<file path="src/rtl/wdc_pkg.sv">
// shared constants, register map and carrier types of the watchdog and wake-up controller
package wdc_pkg;

  // ----------------------------------------------------------------
  // register map (byte addresses on the 32-bit register bus)
  // ----------------------------------------------------------------
  localparam logic [7:0] OFF_WDT_CTRL = 8'h00; // watchdog_control
  localparam logic [7:0] OFF_PWR_CTRL = 8'h04; // power_reset_control
  localparam logic [7:0] OFF_STATUS = 8'h08; // powerdown_flag, expiry_flag
  localparam logic [7:0] OFF_SYS_MODE = 8'h0c; // system_mode_register
  localparam logic [7:0] OFF_PA_WAKE = 8'h10; // porta_wake_enable
  localparam logic [7:0] OFF_WAKE_INFO = 8'h14; // oscillator readiness, mode, wake cause

  // ----------------------------------------------------------------
  // fields and reset values
  // ----------------------------------------------------------------
  localparam logic [7:0] WDT_CTRL_RST = 8'h53;
  localparam logic [4:0] EN_CODE_ON = 5'h0a;
  localparam logic [4:0] EN_CODE_OFF = 5'h15;
  localparam int PWR_KEEP_BIT = 7;
  localparam int PWR_LOW_VOLTAGE_RESET_FLAG_BIT = 2;
  localparam int PWR_LRF_BIT = 1;
  localparam int PWR_WRF_BIT = 0;
  localparam int STAT_PDF_BIT = 1;
  localparam int STAT_EXP_BIT = 0;
  localparam int MODE_IDLE_BIT = 0;
  localparam int MODE_SUB_BIT = 1;
  localparam logic [1:0] RESP_OKAY = 2'h0;
  localparam logic [1:0] RESP_SLVERR = 2'h2;
  localparam int PA_W = 8;
  localparam int IRQ_W = 8;
  localparam int WDT_W = 18;

  // ----------------------------------------------------------------
  // timing
  // ----------------------------------------------------------------
  localparam int CLK_PERIOD_NS = 50;
  localparam int SRESET_NS = 1000;
  localparam int SRESET_CYC = (SRESET_NS + CLK_PERIOD_NS - 1) / CLK_PERIOD_NS;
  localparam int SETTLE_CYC = 128;

  // ----------------------------------------------------------------
  // types
  // ----------------------------------------------------------------
  typedef enum logic [2:0] {
    MODE_RUN, MODE_SLEEP, MODE_IDLE0, MODE_IDLE1, MODE_SETTLE
  } wdc_mode_e;

  typedef enum logic [2:0] {
    CAUSE_NONE, CAUSE_PORT, CAUSE_IRQ_RESUME, CAUSE_IRQ_SERVICE, CAUSE_EXPIRY
  } wdc_cause_e;

  typedef struct packed {
    logic [7:0] awaddr;
    logic awvalid;
    logic [31:0] wdata;
    logic [3:0] wstrb;
    logic wvalid;
    logic bready;
    logic [7:0] araddr;
    logic arvalid;
    logic rready;
  } wdc_axi_req_s;

  typedef struct packed {
    logic awready;
    logic wready;
    logic bvalid;
    logic [1:0] bresp;
    logic arready;
    logic rvalid;
    logic [31:0] rdata;
    logic [1:0] rresp;
  } wdc_axi_rsp_s;

  typedef struct packed {
    logic cpu_run;
    logic sysclk_on;
    logic subclk_on;
    logic high_osc_on;
    logic high_osc_ready;
    logic low_osc_on;
    logic low_osc_ready;
    logic periph_on_sub;
    logic resume_pulse;
    logic irq_service_pulse;
    logic pcsp_reset_pulse;
    logic full_reset_pulse;
  } wdc_pwr_s;

endpackage : wdc_pkg

</file>
<file path="src/rtl/wdc_watchdog.sv">
// watchdog timer with power-down entry, wake-up control and register slave
`timescale 1ns/10ps

// Operation
// - stop with idle and keep bits enters idle1
// - stop clears counter, watchdog keeps counting
// - stop sets powerdown_flag, clears expiry_flag
// - wake on porta edge, interrupt, overflow
// - porta wake resumes after stop
// - masked interrupt or full stack resumes, else interrupt response
// - flag pending before stop cannot wake
// - powerdown_flag cleared by reset, clear; set stop
// - halted overflow sets expiry, resets pc/sp only
// - running overflow gives full reset, sets expiry
// - counter on source clock, eight period codes
// - code 10101 disables, 01010 enables watchdog
// - illegal code resets after delay, sets flag
// - code reset flag cleared only by software
// - control resets to enabled, period 011
// - counter cleared by code reset, clear, stop
// - one settle counter, low after high
// - no instruction before high oscillator ready
// - peripherals follow system clock source change
// - sub clock runs in idle, else depending on watchdog enable
// - power control bits 6..3 read zero
// - stop with idle 0 enters sleep
// - running overflow leaves powerdown_flag unchanged
module wdc_watchdog
  import wdc_pkg::*;
#(
  parameter int SETTLE_COUNT = SETTLE_CYC,
  parameter int SRESET_COUNT = SRESET_CYC
) (
  input wire logic core_clk, // 20 MHz core clock
  input wire logic rst_n, // power-on reset, synchronous
  input wire logic clk_en, // freezes all state while low
  input wire wdc_axi_req_s axi_req, // register bus, master side
  output wdc_axi_rsp_s axi_rsp, // register bus, slave side
  input wire logic cpu_halt, // stop instruction executed
  input wire logic cpu_clear_watchdog_instruction, // clear-watchdog instruction executed
  input wire logic [IRQ_W-1:0] irq_req, // interrupt request flags
  input wire logic [IRQ_W-1:0] irq_enabled, // interrupt enables
  input wire logic stack_full, // cpu stack has no free level
  input wire logic [PA_W-1:0] porta_pins, // port A pin levels
  input wire logic wdt_src_clk, // low-speed watchdog source clock
  input wire logic lvr_event, // low voltage reset occurred
  input wire logic lvrc_event, // voltage code reset occurred
  output wdc_pwr_s pwr // clock, oscillator and cpu controls
);

  // ----------------------------------------------------------------
  // state
  // ----------------------------------------------------------------
  typedef struct packed {
    wdc_axi_rsp_s rsp;
    wdc_pwr_s out;
    logic aw_full;
    logic [7:0] aw_addr;
    logic w_full;
    logic [7:0] w_data;
    logic w_lane0;
    logic [7:0] wdt_ctrl;
    logic keep;
    logic low_voltage_reset_flag;
    logic voltage_code_reset_flag;
    logic wdt_code_reset_flag;
    logic powerdown_flag;
    logic expf;
    logic idle_sel;
    logic use_sub;
    logic [PA_W-1:0] pa_wake;
    wdc_mode_e mode;
    wdc_cause_e cause;
    logic [IRQ_W-1:0] irq_mask;
    logic [PA_W-1:0] pa_s1;
    logic [PA_W-1:0] pa_s2;
    logic [PA_W-1:0] pa_prev;
    logic src_s1;
    logic src_s2;
    logic src_prev;
    logic clr_req;
    logic [WDT_W-1:0] wdt_cnt;
    logic srst_busy;
    logic [15:0] srst_cnt;
    logic [15:0] settle_cnt;
    logic lo_off;
    logic low_pend;
  } wdc_state_s;

  wdc_state_s s_ff;
  wdc_state_s nxt_s;

  if (SETTLE_COUNT < 1 || SETTLE_COUNT > 65535) begin : g_bad_settle
    $error("SETTLE_COUNT must lie in 1..65535");
  end
  if (SRESET_COUNT < 1 || SRESET_COUNT > 65535) begin : g_bad_sreset
    $error("SRESET_COUNT must lie in 1..65535");
  end

  // ----------------------------------------------------------------
  // helpers
  // ----------------------------------------------------------------
  function automatic logic [WDT_W-1:0] wdc_period_mask(input logic [2:0] sel);
    logic [WDT_W-1:0] m;
    m = '0;
    unique case (sel)
      3'h0: m = 18'h000ff;
      3'h1: m = 18'h003ff;
      3'h2: m = 18'h00fff;
      3'h3: m = 18'h03fff;
      3'h4: m = 18'h07fff;
      3'h5: m = 18'h0ffff;
      3'h6: m = 18'h1ffff;
      3'h7: m = 18'h3ffff;
    endcase
    return m;
  endfunction : wdc_period_mask

  function automatic logic wdc_mapped(input logic [7:0] addr);
    return addr == OFF_WDT_CTRL || addr == OFF_PWR_CTRL || addr == OFF_STATUS ||
           addr == OFF_SYS_MODE || addr == OFF_PA_WAKE || addr == OFF_WAKE_INFO;
  endfunction : wdc_mapped

  logic wdt_on;
  logic tick;
  logic [WDT_W-1:0] wdt_mask;
  logic ovf;
  logic halted;
  logic [PA_W-1:0] pa_fall;
  logic [IRQ_W-1:0] irq_new;
  logic wake;
  logic halt_take;
  logic srst_fire;
  logic wr_go;
  logic resume_now;
  logic [7:0] rd_byte;

  assign wdt_on = s_ff.wdt_ctrl[7:3] == EN_CODE_ON;
  // source clock is sampled, so the counter advances once per source rising edge
  assign tick = s_ff.src_s2 & ~s_ff.src_prev;
  assign wdt_mask = wdc_period_mask(s_ff.wdt_ctrl[2:0]);
  assign ovf = wdt_on & tick & ((s_ff.wdt_cnt & wdt_mask) == wdt_mask);
  assign halted = s_ff.mode inside {MODE_SLEEP, MODE_IDLE0, MODE_IDLE1};
  assign pa_fall = s_ff.pa_prev & ~s_ff.pa_s2 & s_ff.pa_wake;
  // requests already raised at the stop are masked out of the wake sources
  assign irq_new = irq_req & ~s_ff.irq_mask;
  assign wake = halted & (ovf | (|irq_new) | (|pa_fall));
  assign halt_take = cpu_halt & (s_ff.mode == MODE_RUN) & ~ovf;
  assign srst_fire = s_ff.srst_busy & (s_ff.srst_cnt == 16'h0);
  assign wr_go = s_ff.aw_full & s_ff.w_full & ~s_ff.rsp.bvalid;

  // ----------------------------------------------------------------
  // read mux
  // ----------------------------------------------------------------
  always_comb begin
    rd_byte = 8'h00;
    unique case (axi_req.araddr)
      OFF_WDT_CTRL: rd_byte = s_ff.wdt_ctrl;
      OFF_PWR_CTRL: rd_byte = {s_ff.keep, 4'h0, s_ff.low_voltage_reset_flag, s_ff.voltage_code_reset_flag, s_ff.wdt_code_reset_flag};
      OFF_STATUS: rd_byte = {6'h00, s_ff.powerdown_flag, s_ff.expf};
      OFF_SYS_MODE: rd_byte = {6'h00, s_ff.use_sub, s_ff.idle_sel};
      OFF_PA_WAKE: rd_byte = s_ff.pa_wake;
      OFF_WAKE_INFO: rd_byte = {s_ff.out.high_osc_ready, s_ff.out.low_osc_ready,
                                s_ff.mode, s_ff.cause};
      default: rd_byte = 8'h00;
    endcase
  end

  // ----------------------------------------------------------------
  // next state
  // ----------------------------------------------------------------
  always_comb begin
    nxt_s = s_ff;
    resume_now = 1'b0;
    nxt_s.out.resume_pulse = 1'b0;
    nxt_s.out.irq_service_pulse = 1'b0;
    nxt_s.out.pcsp_reset_pulse = 1'b0;
    nxt_s.out.full_reset_pulse = 1'b0;

    // pin synchronisers and edge history
    nxt_s.pa_s1 = porta_pins;
    nxt_s.pa_s2 = s_ff.pa_s1;
    nxt_s.pa_prev = s_ff.pa_s2;
    nxt_s.src_s1 = wdt_src_clk;
    nxt_s.src_s2 = s_ff.src_s1;
    nxt_s.src_prev = s_ff.src_s2;

    // the source clock arrives sampled on core_clk, so one register aligns the clears
    nxt_s.clr_req = cpu_clear_watchdog_instruction | halt_take;

    // bus: write address and data are taken in either order
    if (axi_req.awvalid && s_ff.rsp.awready) begin
      nxt_s.aw_full = 1'b1;
      nxt_s.aw_addr = axi_req.awaddr;
      nxt_s.rsp.awready = 1'b0;
    end
    if (axi_req.wvalid && s_ff.rsp.wready) begin
      nxt_s.w_full = 1'b1;
      nxt_s.w_data = axi_req.wdata[7:0];
      nxt_s.w_lane0 = axi_req.wstrb[0];
      nxt_s.rsp.wready = 1'b0;
    end
    if (s_ff.rsp.bvalid && axi_req.bready) begin
      nxt_s.rsp.bvalid = 1'b0;
      nxt_s.rsp.awready = 1'b1;
      nxt_s.rsp.wready = 1'b1;
    end
    if (wr_go) begin
      nxt_s.aw_full = 1'b0;
      nxt_s.w_full = 1'b0;
      nxt_s.rsp.bvalid = 1'b1;
      nxt_s.rsp.bresp = wdc_mapped(s_ff.aw_addr) ? RESP_OKAY : RESP_SLVERR;
      if (s_ff.w_lane0) begin
        unique case (s_ff.aw_addr)
          OFF_WDT_CTRL: begin
            nxt_s.wdt_ctrl = s_ff.w_data;
            if (s_ff.w_data[7:3] != EN_CODE_ON && s_ff.w_data[7:3] != EN_CODE_OFF &&
                !s_ff.srst_busy) begin
              nxt_s.srst_busy = 1'b1;
              nxt_s.srst_cnt = 16'(SRESET_COUNT - 1);
            end
          end
          OFF_PWR_CTRL: begin
            nxt_s.keep = s_ff.w_data[PWR_KEEP_BIT];
            // flags clear on a written zero; a written one leaves them
            if (!s_ff.w_data[PWR_LOW_VOLTAGE_RESET_FLAG_BIT]) nxt_s.low_voltage_reset_flag = 1'b0;
            if (!s_ff.w_data[PWR_LRF_BIT]) nxt_s.voltage_code_reset_flag = 1'b0;
            if (!s_ff.w_data[PWR_WRF_BIT]) nxt_s.wdt_code_reset_flag = 1'b0;
          end
          OFF_SYS_MODE: begin
            nxt_s.idle_sel = s_ff.w_data[MODE_IDLE_BIT];
            nxt_s.use_sub = s_ff.w_data[MODE_SUB_BIT];
          end
          OFF_PA_WAKE: nxt_s.pa_wake = s_ff.w_data;
          default: ;
        endcase
      end
    end
    if (axi_req.arvalid && s_ff.rsp.arready) begin
      nxt_s.rsp.arready = 1'b0;
      nxt_s.rsp.rvalid = 1'b1;
      nxt_s.rsp.rdata = {24'h000000, rd_byte};
      nxt_s.rsp.rresp = wdc_mapped(axi_req.araddr) ? RESP_OKAY : RESP_SLVERR;
    end
    if (s_ff.rsp.rvalid && axi_req.rready) begin
      nxt_s.rsp.rvalid = 1'b0;
      nxt_s.rsp.arready = 1'b1;
    end

    // illegal enable code: delayed reset, control restored so the reset cannot repeat
    if (s_ff.srst_busy && !srst_fire) nxt_s.srst_cnt = s_ff.srst_cnt - 16'h1;
    if (srst_fire) begin
      nxt_s.srst_busy = 1'b0;
      nxt_s.wdt_code_reset_flag = 1'b1;
      nxt_s.wdt_ctrl = WDT_CTRL_RST;
      nxt_s.out.full_reset_pulse = 1'b1;
    end
    // set wins over a clear written in the same cycle
    if (lvr_event) nxt_s.low_voltage_reset_flag = 1'b1;
    if (lvrc_event) nxt_s.voltage_code_reset_flag = 1'b1;
    if (cpu_clear_watchdog_instruction) nxt_s.powerdown_flag = 1'b0;

    // watchdog counter
    if (s_ff.clr_req || ovf || srst_fire) begin
      nxt_s.wdt_cnt = '0;
    end else if (wdt_on && tick) begin
      nxt_s.wdt_cnt = s_ff.wdt_cnt + 18'h1;
    end

    // power mode sequencer
    unique case (s_ff.mode)
      MODE_RUN: begin
        if (ovf) begin
          nxt_s.expf = 1'b1;
          nxt_s.out.full_reset_pulse = 1'b1;
        end else if (halt_take) begin
          nxt_s.powerdown_flag = 1'b1;
          nxt_s.expf = 1'b0;
          nxt_s.irq_mask = irq_req;
          nxt_s.cause = CAUSE_NONE;
          if (!s_ff.idle_sel) begin
            nxt_s.mode = MODE_SLEEP;
            nxt_s.lo_off = !wdt_on;
          end else if (s_ff.keep) begin
            nxt_s.mode = MODE_IDLE1;
          end else begin
            nxt_s.mode = MODE_IDLE0;
          end
        end
      end
      MODE_SLEEP, MODE_IDLE0, MODE_IDLE1: begin
        if (wake) begin
          if (ovf) begin
            nxt_s.cause = CAUSE_EXPIRY;
            nxt_s.expf = 1'b1;
          end else if (|irq_new) begin
            nxt_s.cause = (|(irq_new & irq_enabled) && !stack_full) ?
                          CAUSE_IRQ_SERVICE : CAUSE_IRQ_RESUME;
          end else begin
            nxt_s.cause = CAUSE_PORT;
          end
          if (s_ff.mode == MODE_SLEEP) begin
            nxt_s.mode = MODE_SETTLE;
            nxt_s.settle_cnt = 16'h0;
            nxt_s.low_pend = 1'b0;
          end else begin
            nxt_s.mode = MODE_RUN;
            resume_now = 1'b1;
          end
        end
      end
      MODE_SETTLE: begin
        if (s_ff.settle_cnt == 16'(SETTLE_COUNT - 1)) begin
          nxt_s.mode = MODE_RUN;
          resume_now = 1'b1;
          nxt_s.settle_cnt = 16'h0;
          // the low crystal only now gets the shared settle counter
          nxt_s.low_pend = s_ff.lo_off;
          nxt_s.lo_off = 1'b0;
        end else begin
          nxt_s.settle_cnt = s_ff.settle_cnt + 16'h1;
        end
      end
    endcase

    // low oscillator settle while running, on the same counter
    if (s_ff.mode == MODE_RUN && s_ff.low_pend) begin
      if (s_ff.settle_cnt == 16'(SETTLE_COUNT - 1)) begin
        nxt_s.low_pend = 1'b0;
        nxt_s.settle_cnt = 16'h0;
      end else begin
        nxt_s.settle_cnt = s_ff.settle_cnt + 16'h1;
      end
    end

    // wake outcome, presented once the cpu may run again
    if (resume_now) begin
      nxt_s.out.resume_pulse = nxt_s.cause inside {CAUSE_PORT, CAUSE_IRQ_RESUME};
      nxt_s.out.irq_service_pulse = nxt_s.cause == CAUSE_IRQ_SERVICE;
      nxt_s.out.pcsp_reset_pulse = nxt_s.cause == CAUSE_EXPIRY;
    end

    // clock and oscillator controls follow the next state
    nxt_s.out.cpu_run = nxt_s.mode == MODE_RUN;
    nxt_s.out.sysclk_on = nxt_s.mode inside {MODE_RUN, MODE_IDLE1};
    nxt_s.out.subclk_on = (nxt_s.wdt_ctrl[7:3] == EN_CODE_ON) ||
                          (nxt_s.mode inside {MODE_IDLE0, MODE_IDLE1});
    nxt_s.out.high_osc_on = nxt_s.mode != MODE_SLEEP;
    nxt_s.out.high_osc_ready = !(nxt_s.mode inside {MODE_SLEEP, MODE_SETTLE});
    nxt_s.out.low_osc_on = !nxt_s.lo_off;
    nxt_s.out.low_osc_ready = !nxt_s.lo_off && !nxt_s.low_pend;
    nxt_s.out.periph_on_sub = nxt_s.use_sub;
  end

  // ----------------------------------------------------------------
  // registers
  // ----------------------------------------------------------------
  always_ff @(posedge core_clk) begin
    if (!rst_n) begin
      s_ff <= '0;
      s_ff.rsp.awready <= 1'b1;
      s_ff.rsp.wready <= 1'b1;
      s_ff.rsp.arready <= 1'b1;
      s_ff.wdt_ctrl <= WDT_CTRL_RST;
      s_ff.low_pend <= 1'b1;
      s_ff.out.cpu_run <= 1'b1;
      s_ff.out.sysclk_on <= 1'b1;
      s_ff.out.subclk_on <= 1'b1;
      s_ff.out.high_osc_on <= 1'b1;
      s_ff.out.high_osc_ready <= 1'b1;
      s_ff.out.low_osc_on <= 1'b1;
    end else if (clk_en) begin
      s_ff <= nxt_s;
    end
  end

  assign axi_rsp = s_ff.rsp;
  assign pwr = s_ff.out;
endmodule : wdc_watchdog

</file>
<file path="config.mk">
export PLATFORM = sky130hd
export DESIGN_NAME = wdc_watchdog
export DESIGN_NICKNAME = d
export VERILOG_FILES = /design/src/rtl/wdc_pkg.sv /design/src/rtl/wdc_watchdog.sv
export SDC_FILE = /design/constraint.sdc
export NUM_CORES = 1
export LEC_CHECK = 0
export BUFFER_PORTS_ARGS = -buffer_cell sky130_fd_sc_hd__buf_2
export CAP_MARGIN = 10
export CORE_ASPECT_RATIO = 0.75
export CORE_MARGIN = 2
export CORE_UTILIZATION = 50
export DETAILED_ROUTE_END_ITERATION = 16
export PLACE_DENSITY = 0.76
export SLEW_MARGIN = 30
export SYNTH_ARGS = -nofsm -noshare
export SYNTH_HDL_FRONTEND = slang
export SYNTH_SLANG_ARGS = --single-unit
</file>
<file path="constraint.sdc">
create_clock -name core_clk -period 2.49 [get_ports core_clk]
set_input_delay 0.3735 -clock core_clk [delete_from_list [all_inputs] [get_ports core_clk]]
set_output_delay 0.3735 -clock core_clk [all_outputs]
set_load 0.02 [all_outputs]
</file>
==> impl_metrics.py, run 1 <==
metrics = {
    "routing": {
        "dr.pass1.iters": 5,
        "drtIter0Drc": 446,
        "finalWirelength_um": 19300,
        "vias_per_cell": 5.46,
        "ant_nets": 0,
        "post_drt_wl_per_cell_um": 15.3,
        "via_count": 6903,
        "drc": 0,
    },
    "global_routing": {
        "grt_start_max_net_pins": 38,
        "gr-total-overflow": 0,
        "grt_pass1_wl_um": 30000,
        "grt_pass1_vias": 6064,
        "grt_util_all_layers_pct": 22.3,
        "antenna_found_initial": 0,
    },
    "clock_tree": {
        "cts_sinks": 171,
        "cts_root_buf": "clkbuf_16",
        "clk_path_buf_depth": 2,
        "worstSkewPairLatency_ns": 0.42,
        "clk_pin_slew_ns": 0.07,
        "htreeDepth": 4,
        "cts_buffers": 17,
        "tritoncts": "yes",
        "ctsHoldBuffers": 0,
    },
    "logic_synthesis": {
        "synth_edf_count": 0,
        "synth-compound-area-share_pct": 12.8,
        "synthFlopType": "dfxtp_1",
        "synthXorXnorAreaFrac_pct": 4.46,
        "syn_avg_cell_area_sq_um": 8.56,
        "synthCells": 919,
        "synth_top_family_by_area": "simple AND/OR/NAND/NOR gates",
        "async_flop_share_pct": 0,
        "synthMuxAreaShare_pct": 7.49,
        "synth_fa_ha_area_share_pct": 0.477,
        "yosys.area.top_type": "dfxtp_1",
        "synth_top_area_share_pct": 43.5,
        "synthDistinctLibCells": 70,
        "synthSimpleGateAreaFrac_pct": 23.1,
        "syn-cell-area_sq_um": 7860,
        "ys_seq_area_share_pct": 43.5,
        "synth_area_leaders": "dfxtp_1, nor2_1, mux2i_1",
        "yosysWarningCount": 0,
        "synth_seq_cells": 171,
    },
    "power_and_ir_drop": {
        "leakagePower_nw": 3.92,
        "vdd_drop_max_uv": 432,
        "p_total_mw": 6.22,
        "cellPowerDensity_nw_per_um2": 645,
    },
    "sta": {
        "tightest_slew_ns": 0.640,
        "hold_violations": 0,
        "rsz0062_at_grt": "true",
        "max_slew_margin_pct": 57.3,
        "max_freq_mhz": 410,
        "setup_violations": 0,
        "slew_viol_final": 0,
        "fin_hold_ws_ns": 0.181,
        "fin_crit_sh_pct": 97.8,
        "min_period_ns": 2.44,
        "final.setup_skew_ns": 0.0115,
    },
    "critical_path": {
        "crit_required_ns": 2.80,
        "end_kind": "flip-flop",
        "rr_worst_depth": 11,
        "critical_path_class": "reg -> reg",
        "worstPathArrival_ns": 2.74,
        "critPathMaxFanout": 3,
        "startpoint_type": "flip-flop",
    },
    "floorplan": {
        "ios": 143,
        "die_area_sq_um": 16800,
        "die_x_um": 149,
        "coreArea_sq_um": 15300,
        "std_cell_rows": 39,
        "die_h_um": 113,
        "floorplan.initialDensity_pct": 51.3,
    },
    "place": {
        "place_hpwl_um": 13200,
        "routabilityCongestion": 0.890,
        "port_buffers": 89,
        "place_area_sq_um": 8730,
    },
    "finish": {
        "mostFrequentLayoutCells": "dfxtp_1, nor2_1, nand2_1",
        "antenna_cells": 0,
        "finalNetCount": 1139,
        "area.growth.synth_to_final_pct": 22.7,
        "drive_gt1_share_pct": 24.6,
        "finalCoreUtilization_pct": 63.0,
        "final_common_cell": "dfxtp_1",
        "stdcell_area_sq_um": 9650,
    },
    "run_status": {
        "status": "complete, no violations",
    },
    "hold_path": {
        "hold_depth": 3,
        "hp-class": "in -> reg",
    },
    "run": {
        "cap_viol_max_count": 0,
    },
}
## power by group
part           internal (mW)  leakage [nW]  switching [mW]  total (mW)
Combinational          0.224          2.22           0.314       0.538
Sequential              2.80          1.39          0.0678        2.87
Clock                   1.66         0.310            1.15        2.82
## cell type report
type                    count  area [sq um]
clock inverters            13           176
flip-flops and latches    171          3430
multi-input cells         660          4120
clock buffers              19           453
fillers                  1256          5670
inverters                  19          71.3
well taps                 205           256
repair buffers            177          1140
## kinds of logic (layout without fill, tap and decap cells)
family / count (synthesis) / in the layout
other cells: 1 / 26
fa+ha+maj: 3 / 3
xor+xnor: 40 / 40
mux: 57 / 57
compound gates: 154 / 154
buf+inv: 113 / 228
simple gates: 380 / 380
flops: 171 / 171
## layer usage
layer	part of all wire, %	track usage [%]	vias to the layer above
met2	45	34.4	241
met1	46	31.9	3250
met4	1.6	6.10	0
li1	-	-	3389
met3	7.5	4.31	23
met5	0	0	-
## through the flow
step                setup TNS (ns)  setup slack [ns]  std cells
floorplan                        0           0.00956        944
global placement            -0.220           -0.0800       1222
detailed placement          -0.555           -0.0984       1222
CTS                              0            0.0103       1254
global route                -0.590           -0.0860       1264
finish                           0            0.0539       1264
## cell usage after synthesis, types with 3 or more instances
master      n
buf_4      53
clkbuf_1   36
and4_1      4
and2_1      3
nor3_1     30
mux2i_1    51
a211oi_1   10
nand2_1    93
nand3_1    30
xnor2_1    24
inv_1      18
nor3b_1     5
nor4_1     11
or3_1       9
dfxtp_1   171
o22ai_1     4
or4_1       3
a21o_1      4
a22o_1      3
a21oi_1    41
a31oi_1     5
nor2_1    139
nand2b_1    4
and3b_1     3
nor2b_1    13
ha_1        3
nand4_1     8
and3_1      9
o21ai_0    31
nand3b_1    4
xor2_1     16
a22oi_1    21
o21ai_1     7
o21a_1      3
mux2_2      5
## worst max-delay path, cell delays in order (launching register included)
cell and delay [ns]:
dfxtp_2 0.33, ha_2 0.16, inv_2 0.05, a221o_1 0.28
a221oi_2 0.24, buf_4 0.16, nand4_1 0.17, nand3_2 0.18
buf_4 0.14, a31oi_1 0.13, buf_4 0.18, a211oi_1 0.30
## flip-flops by register name, indices dropped and copies added (netlist names)
name	cells
pwr	11
nxt_s	18
wdt_mask	7
s_ff	120
axi_rsp	15
## path summary, 6_finish.rpt
check	slack, ns	end	start
worst max-delay path	0.05	s_ff[90]	s_ff[35]
worst min-delay path	0.18	s_ff[124]	axi_req[20]
worst max register to register	0.05	s_ff[90]	s_ff[35]
worst min register to register	0.44	pwr[2]	pwr[2]
## repair_timing
action / CTS / global route
setup endpoints to repair: 21 / 48
endpoints found under the hold margin: 0 / 0
pin swaps: 2 / 18
gates resized for setup: 6 / 42
setup buffers: 0 / 11
Power figures use the tool's default switching activity.
==> run 2, diff against run 1 <==
--- a/config.mk
+++ b/config.mk
@@ -5,13 +5,16 @@
 export SDC_FILE = /design/constraint.sdc
 export NUM_CORES = 1
 export LEC_CHECK = 0
+export ABC_AREA = 1
 export BUFFER_PORTS_ARGS = -buffer_cell sky130_fd_sc_hd__buf_2
 export CAP_MARGIN = 10
 export CORE_ASPECT_RATIO = 0.75
 export CORE_MARGIN = 2
-export CORE_UTILIZATION = 50
+export CORE_UTILIZATION = 51
+export CTS_CLUSTER_DIAMETER = 200
 export DETAILED_ROUTE_END_ITERATION = 16
 export PLACE_DENSITY = 0.76
+export SKIP_CTS_REPAIR_TIMING = 1
 export SLEW_MARGIN = 30
 export SYNTH_ARGS = -nofsm -noshare
 export SYNTH_HDL_FRONTEND = slang
==> run 2 against run 1 <==
Compared with the run above: synthesized cell count increased by 30%; cell count grew 17%; global-route usage rose by 1.2 points; worst hold slack got worse by 0.023 ns; highest routed layer unchanged.
==> impl_metrics.py, run 2 <==
metrics = {
    "run_status": {
        "status": "complete, no violations",
    },
    "global_routing": {
        "gr-total-overflow": 0,
        "use_met1_pct": 35.2,
        "antenna_found_initial": 0,
        "grtUsageMet3_pct": 5.20,
        "grt_pass1_vias": 6841,
        "grt_start_max_net_pins": 52,
        "grtUsageMet2_pct": 34.0,
        "grt_pass1_wl_um": 33400,
        "busiest_layer": "met1",
        "grt_util_all_layers_pct": 23.5,
    },
    "sta": {
        "final.setup.worst_slack_ns": 0.290,
        "slew_viol_final": 0,
        "max_slew_margin_pct": 61.9,
        "hold_violations": 0,
        "max_freq_mhz": 454,
        "fin_hold_ws_ns": 0.158,
        "tightest_slew_ns": 0.568,
        "final.setup_skew_ns": 0.0105,
        "fin_tns_setup_ns": 0,
        "setup_violations": 0,
        "min_period_ns": 2.20,
        "rsz0062_at_grt": "false",
        "fin_crit_sh_pct": 88.4,
    },
    "logic_synthesis": {
        "syn_avg_cell_area_sq_um": 7.01,
        "synth_seq_cells": 171,
        "ys_seq_area_share_pct": 40.8,
        "yosysWarningCount": 0,
        "synthSimpleGateAreaFrac_pct": 26.4,
        "synthCells": 1197,
        "synth_top_family_by_area": "simple AND/OR/NAND/NOR gates",
        "synth_area_leaders": "dfxtp_1, nand2_1, a21oi_1",
        "synth_fa_ha_area_share_pct": 0.447,
        "synthFlopType": "dfxtp_1",
        "synth-compound-area-share_pct": 17.7,
        "synthDistinctLibCells": 51,
        "synth_edf_count": 0,
        "yosys.area.top_type": "dfxtp_1",
        "yosysMostFrequentCell": "nand2_1",
        "syn-cell-area_sq_um": 8390,
        "async_flop_share_pct": 0,
        "synthMuxAreaShare_pct": 0,
        "synthXorXnorAreaFrac_pct": 1.57,
        "synth_common_cells": "nand2_1, dfxtp_1, inv_1, a21oi_1, nor2_1",
        "synth_top_area_share_pct": 40.8,
    },
    "routing": {
        "drc": 0,
        "finalWirelength_um": 20400,
        "vias_per_cell": 5.26,
        "ant_nets": 0,
        "dr.pass1.iters": 5,
        "post_drt_wl_per_cell_um": 13.7,
        "drtIter0Drc": 767,
        "via_count": 7800,
    },
    "finish": {
        "fin_cells": 1482,
        "drive_gt1_share_pct": 14.1,
        "final_common_cell": "nand2_1",
        "largest_reg_flops": 120,
        "largest-register": "s_ff",
        "fillers": 1502,
        "area.growth.synth_to_final_pct": 12.1,
        "mostFrequentLayoutCells": "nand2_1, dfxtp_1, inv_1, a21oi_1, nor2_1",
        "antenna_cells": 0,
        "finalNetCount": 1352,
    },
    "clock_tree": {
        "worstSkewPairLatency_ns": 0.44,
        "clk_path_buf_depth": 2,
        "htreeDepth": 4,
        "cts_buffers": 17,
        "cts_root_buf": "clkbuf_16",
        "clk_pin_slew_ns": 0.06,
        "tritoncts": "yes",
        "cts_sinks": 171,
    },
    "critical_path": {
        "startpoint_type": "flip-flop",
        "path_common_cell": "nand2_2",
        "slowest_stage": "dfxtp_2",
        "critPathMaxFanout": 14,
        "critPathTopFamily": "simple AND/OR/NAND/NOR gates",
        "worstPathArrival_ns": 2.54,
        "cp.buffers_inverters": 3,
        "crit_required_ns": 2.83,
        "end_kind": "flip-flop",
        "max_stage_delay_ns": 0.39,
        "path_cells": "ha_1 -> clkinv_1 -> nor2_4 -> nand2_2 -> nor2_2 -> nand3_4 -> nand2_2 -> nor2_4 -> nand2_2 -> nand2_4 -> inv_2 -> buf_4 -> a21oi_1 -> a211oi_1",
        "critical_path_class": "reg -> reg",
    },
    "run": {
        "cap_viol_max_count": 0,
    },
    "floorplan": {
        "die_area_sq_um": 17500,
        "die_x_um": 152,
        "coreArea_sq_um": 16100,
        "die_h_um": 115,
        "floorplan.initialDensity_pct": 52.2,
        "std_cell_rows": 40,
        "ios": 143,
    },
    "power_and_ir_drop": {
        "vdd_drop_max_uv": 438,
        "leakagePower_nw": 4.10,
        "p_total_mw": 6.32,
        "cellPowerDensity_nw_per_um2": 671,
    },
    "place": {
        "numPlacedInstances": 1450,
        "place_hpwl_um": 15000,
        "port_buffers": 89,
        "routabilityCongestion": 0.908,
        "dp_slack_ns": 0.239,
    },
    "hold_path": {
        "hp-class": "in -> reg",
    },
}
## run 2: path summary, 6_finish.rpt
check                startpoint         to  slack, ns  cells after the start
setup reg to reg       s_ff[35]   s_ff[35]       0.29                     14
setup / recovery       s_ff[35]   s_ff[35]       0.29                     14
hold / removal    porta_pins[6]  nxt_s[71]       0.16                      3
hold reg to reg       s_ff[137]  s_ff[137]       0.44                      2
## run 2: power breakdown
| group | total, mW | switching [mW] | internal (mW) |
|---|---|---|---|
| sequential | 2.90 | 0.0595 | 2.84 |
| clock | 2.76 | 1.14 | 1.61 |
| combinational | 0.660 | 0.450 | 0.210 |
## run 2: cells by family (layout without fill, tap and decap cells)
group,after synthesis,in the layout
other cells,1,26
fa+ha+maj,3,3
buf+inv,235,285
compound gates,277,277
simple gates,495,495
flops,171,171
xor+xnor,15,15
## run 2: area by class of cell
| class | count | area, sq um | area share (%) |
|---|---|---|---|
| clock buffer | 19 | 443 | 4.71 |
| inverter | 146 | 548 | 5.83 |
| clock inverter | 13 | 166 | 1.77 |
| tap | 210 | 263 | 2.79 |
| timing repair buffer | 107 | 593 | 6.30 |
| sequential | 171 | 3420 | 36.4 |
| multi-input combinational | 816 | 3970 | 42.2 |
## run 2: stage by stage
step,utilization [%],area (sq um)
CTS,58.5,9400
finish,58.6,9410
global placement,54.7,8790
floorplan,-,8480
global route,58.6,9410
detailed placement,54.7,8790
## run 2: layer usage
metal | vias to the layer above | routed length (um) | share of wire, %
met4 | 0 | 252 | 1.2
met3 | 23 | 1560 | 7.7
met2 | 271 | 8240 | 40
met5 | - | 0 | 0
met1 | 3519 | 10300 | 51
li1 | 3987 | - | -
## run 2: worst register-to-register path: stages (launching register included)
cell      delay, ns
dfxtp_2        0.39
ha_1           0.19
clkinv_1       0.12
nor2_4         0.14
nand2_2        0.07
nor2_2         0.14
nand3_4        0.14
nand2_2        0.12
nor2_4         0.06
nand2_2        0.09
nand2_4        0.11
inv_2          0.14
buf_4          0.17
a21oi_1        0.07
a211oi_1       0.18
==> run 3, diff against run 2 <==
--- a/config.mk
+++ b/config.mk
@@ -8,12 +8,14 @@
 export ABC_AREA = 1
 export BUFFER_PORTS_ARGS = -buffer_cell sky130_fd_sc_hd__buf_2
 export CAP_MARGIN = 10
+export CELL_PAD_IN_SITES_DETAIL_PLACEMENT = 1
+export CELL_PAD_IN_SITES_GLOBAL_PLACEMENT = 1
 export CORE_ASPECT_RATIO = 0.75
 export CORE_MARGIN = 2
-export CORE_UTILIZATION = 51
+export CORE_UTILIZATION = 36
 export CTS_CLUSTER_DIAMETER = 200
 export DETAILED_ROUTE_END_ITERATION = 16
-export PLACE_DENSITY = 0.76
+export PLACE_DENSITY_LB_ADDON = 0.1
 export SKIP_CTS_REPAIR_TIMING = 1
 export SLEW_MARGIN = 30
 export SYNTH_ARGS = -nofsm -noshare
==> run 3 against run 2 <==
Compared with the run above: die area increased by 40%; non-clock buffer count increased by 7; sequential power about the same; largest cell class unchanged; largest power group unchanged; combinational power increased by 6.2%.
==> impl_metrics.py, run 3 (synthesis results as in run 2) <==
metrics = {
    "clock_tree": {
        "cts_root_buf": "clkbuf_16",
        "tritoncts": "yes",
        "cts_sinks": 171,
        "clk_pin_slew_ns": 0.07,
        "cts_buffers": 17,
        "worstSkewPairLatency_ns": 0.44,
        "htreeDepth": 4,
        "clk_path_buf_depth": 2,
    },
    "global_routing": {
        "antenna_found_initial": 0,
        "grt_pass1_wl_um": 39500,
        "grt_start_max_net_pins": 63,
        "grt_util_all_layers_pct": 20.1,
        "grt_pass1_vias": 7541,
        "gr-total-overflow": 0,
    },
    "routing": {
        "drtIter0Drc": 361,
        "via_count": 7733,
        "dr.pass1.iters": 4,
        "vias_per_cell": 4.90,
        "finalWirelength_um": 23900,
        "post_drt_wl_per_cell_um": 15.1,
        "drc": 0,
        "ant_nets": 0,
    },
    "floorplan": {
        "die_area_sq_um": 24600,
        "floorplan.initialDensity_pct": 36.6,
        "coreArea_sq_um": 22900,
        "die_h_um": 136,
        "ios": 143,
        "std_cell_rows": 48,
        "die_x_um": 180,
    },
    "sta": {
        "slew_viol_final": 0,
        "final.setup_skew_ns": 0.0161,
        "rsz0062_at_grt": "false",
        "hold_violations": 0,
        "fin_hold_ws_ns": 0.156,
        "setup_violations": 0,
        "tightest_slew_ns": 0.520,
        "fin_tns_setup_ns": 0,
        "max_slew_margin_pct": 65.1,
        "max_freq_mhz": 452,
        "final.setup.worst_slack_ns": 0.278,
        "min_period_ns": 2.21,
        "fin_crit_sh_pct": 88.8,
    },
    "power_and_ir_drop": {
        "cellPowerDensity_nw_per_um2": 649,
        "p_total_mw": 6.19,
        "vdd_drop_max_uv": 531,
        "leakagePower_nw": 4.11,
    },
    "critical_path": {
        "critPathMaxFanout": 9,
        "worstPathArrival_ns": 2.58,
        "path_common_cell": "nand3b_1",
        "slowest_stage": "dfxtp_1",
        "startpoint_type": "flip-flop",
        "crit_required_ns": 2.86,
        "path_cells": "inv_1 -> ha_1 -> nand2_1 -> nor2_1 -> nand3b_1 -> nand2_1 -> o21ai_1 -> nand2_2 -> nor2_1 -> nand3b_1 -> nand3b_1 -> a21oi_1",
        "max_stage_delay_ns": 0.35,
        "critPathTopFamily": "simple AND/OR/NAND/NOR gates",
        "cp.buffers_inverters": 1,
        "end_kind": "flip-flop",
        "critical_path_class": "reg -> reg",
        "rr_worst_depth": 12,
        "cp_num_cells": 12,
    },
    "finish": {
        "largest-register": "s_ff",
        "final_common_cell": "nand2_1",
        "drive_gt1_share_pct": 14.2,
        "finalNetCount": 1359,
        "area.growth.synth_to_final_pct": 13.7,
        "antenna_cells": 0,
        "stdcell_area_sq_um": 9540,
        "largest_reg_flops": 120,
        "mostFrequentLayoutCells": "nand2_1, dfxtp_1, inv_1, a21oi_1, nor2_1",
    },
    "run": {
        "cap_viol_max_count": 0,
    },
    "place": {
        "dp_slack_ns": 0.253,
        "port_buffers": 89,
        "place_area_sq_um": 8970,
        "place_hpwl_um": 18100,
        "routabilityCongestion": 0.818,
    },
    "run_status": {
        "status": "complete, no violations",
    },
    "hold_path": {
        "hold_depth": 3,
        "hp-class": "in -> reg",
    },
}
-- run 3: cell count changes in the layout (fill, tap and decap cells not counted), sizes merged --
cell / change
buf: +7
clkinvlp: +1
clkinv: -3
inv: +1
clkbuf: +2
bufinv: -2
-- run 3: path summary, 6_finish.rpt --
check	startpoint	to	slack (ns)
hold reg to reg	s_ff[128]	s_ff[128]	0.45
hold / removal	porta_pins[0]	nxt_s[65]	0.16
setup reg to reg	s_ff[18]	s_ff[27]	0.28
setup / recovery	s_ff[18]	s_ff[27]	0.28
-- run 3: stage by stage --
step           utilization (%)  std cells
3_5_place_dp              39.1       1547
5_1_grt                   41.6       1578
3_3_place_gp              39.1       1547
4_1_cts                   41.6       1578
2_1_floorplan                -       1222
6_report                  41.6       1578
-- run 3: cell type report --
| class | count | area [sq um] |
|---|---|---|
| clock buffers | 21 | 450 |
| well taps | 300 | 375 |
| flip-flops and latches | 171 | 3420 |
| repair buffers | 114 | 658 |
| multi-input cells | 816 | 3980 |
| inverters | 146 | 551 |
| clock inverters | 10 | 110 |
| fillers | 2995 | 13400 |
-- run 3: report_power, final --
group	internal [mW]	leakage [nW]	switching [mW]	total, mW
combinational	0.224	2.45	0.477	0.701
sequential	2.84	1.40	0.0580	2.90
clock	1.42	0.264	1.17	2.59
total	4.49	4.11	1.71	6.19
-- run 3: worst reg2reg max path, delay by kind of cell, from the launching register on --
family	cells	cell delay, ns
and+or+nand+nor	8	1.24
buffers and inverters	1	0.08
AOI/OAI and AO/OA	2	0.28
DFF	1	0.35
adders and majority gates	1	0.21
-- run 3: per-layer routing --
layer	global-route usage, %	part of all wire (%)
met1	30.6	56
met4	5.11	0.86
met5	0	0
met2	29.1	40
met3	3.64	3.5
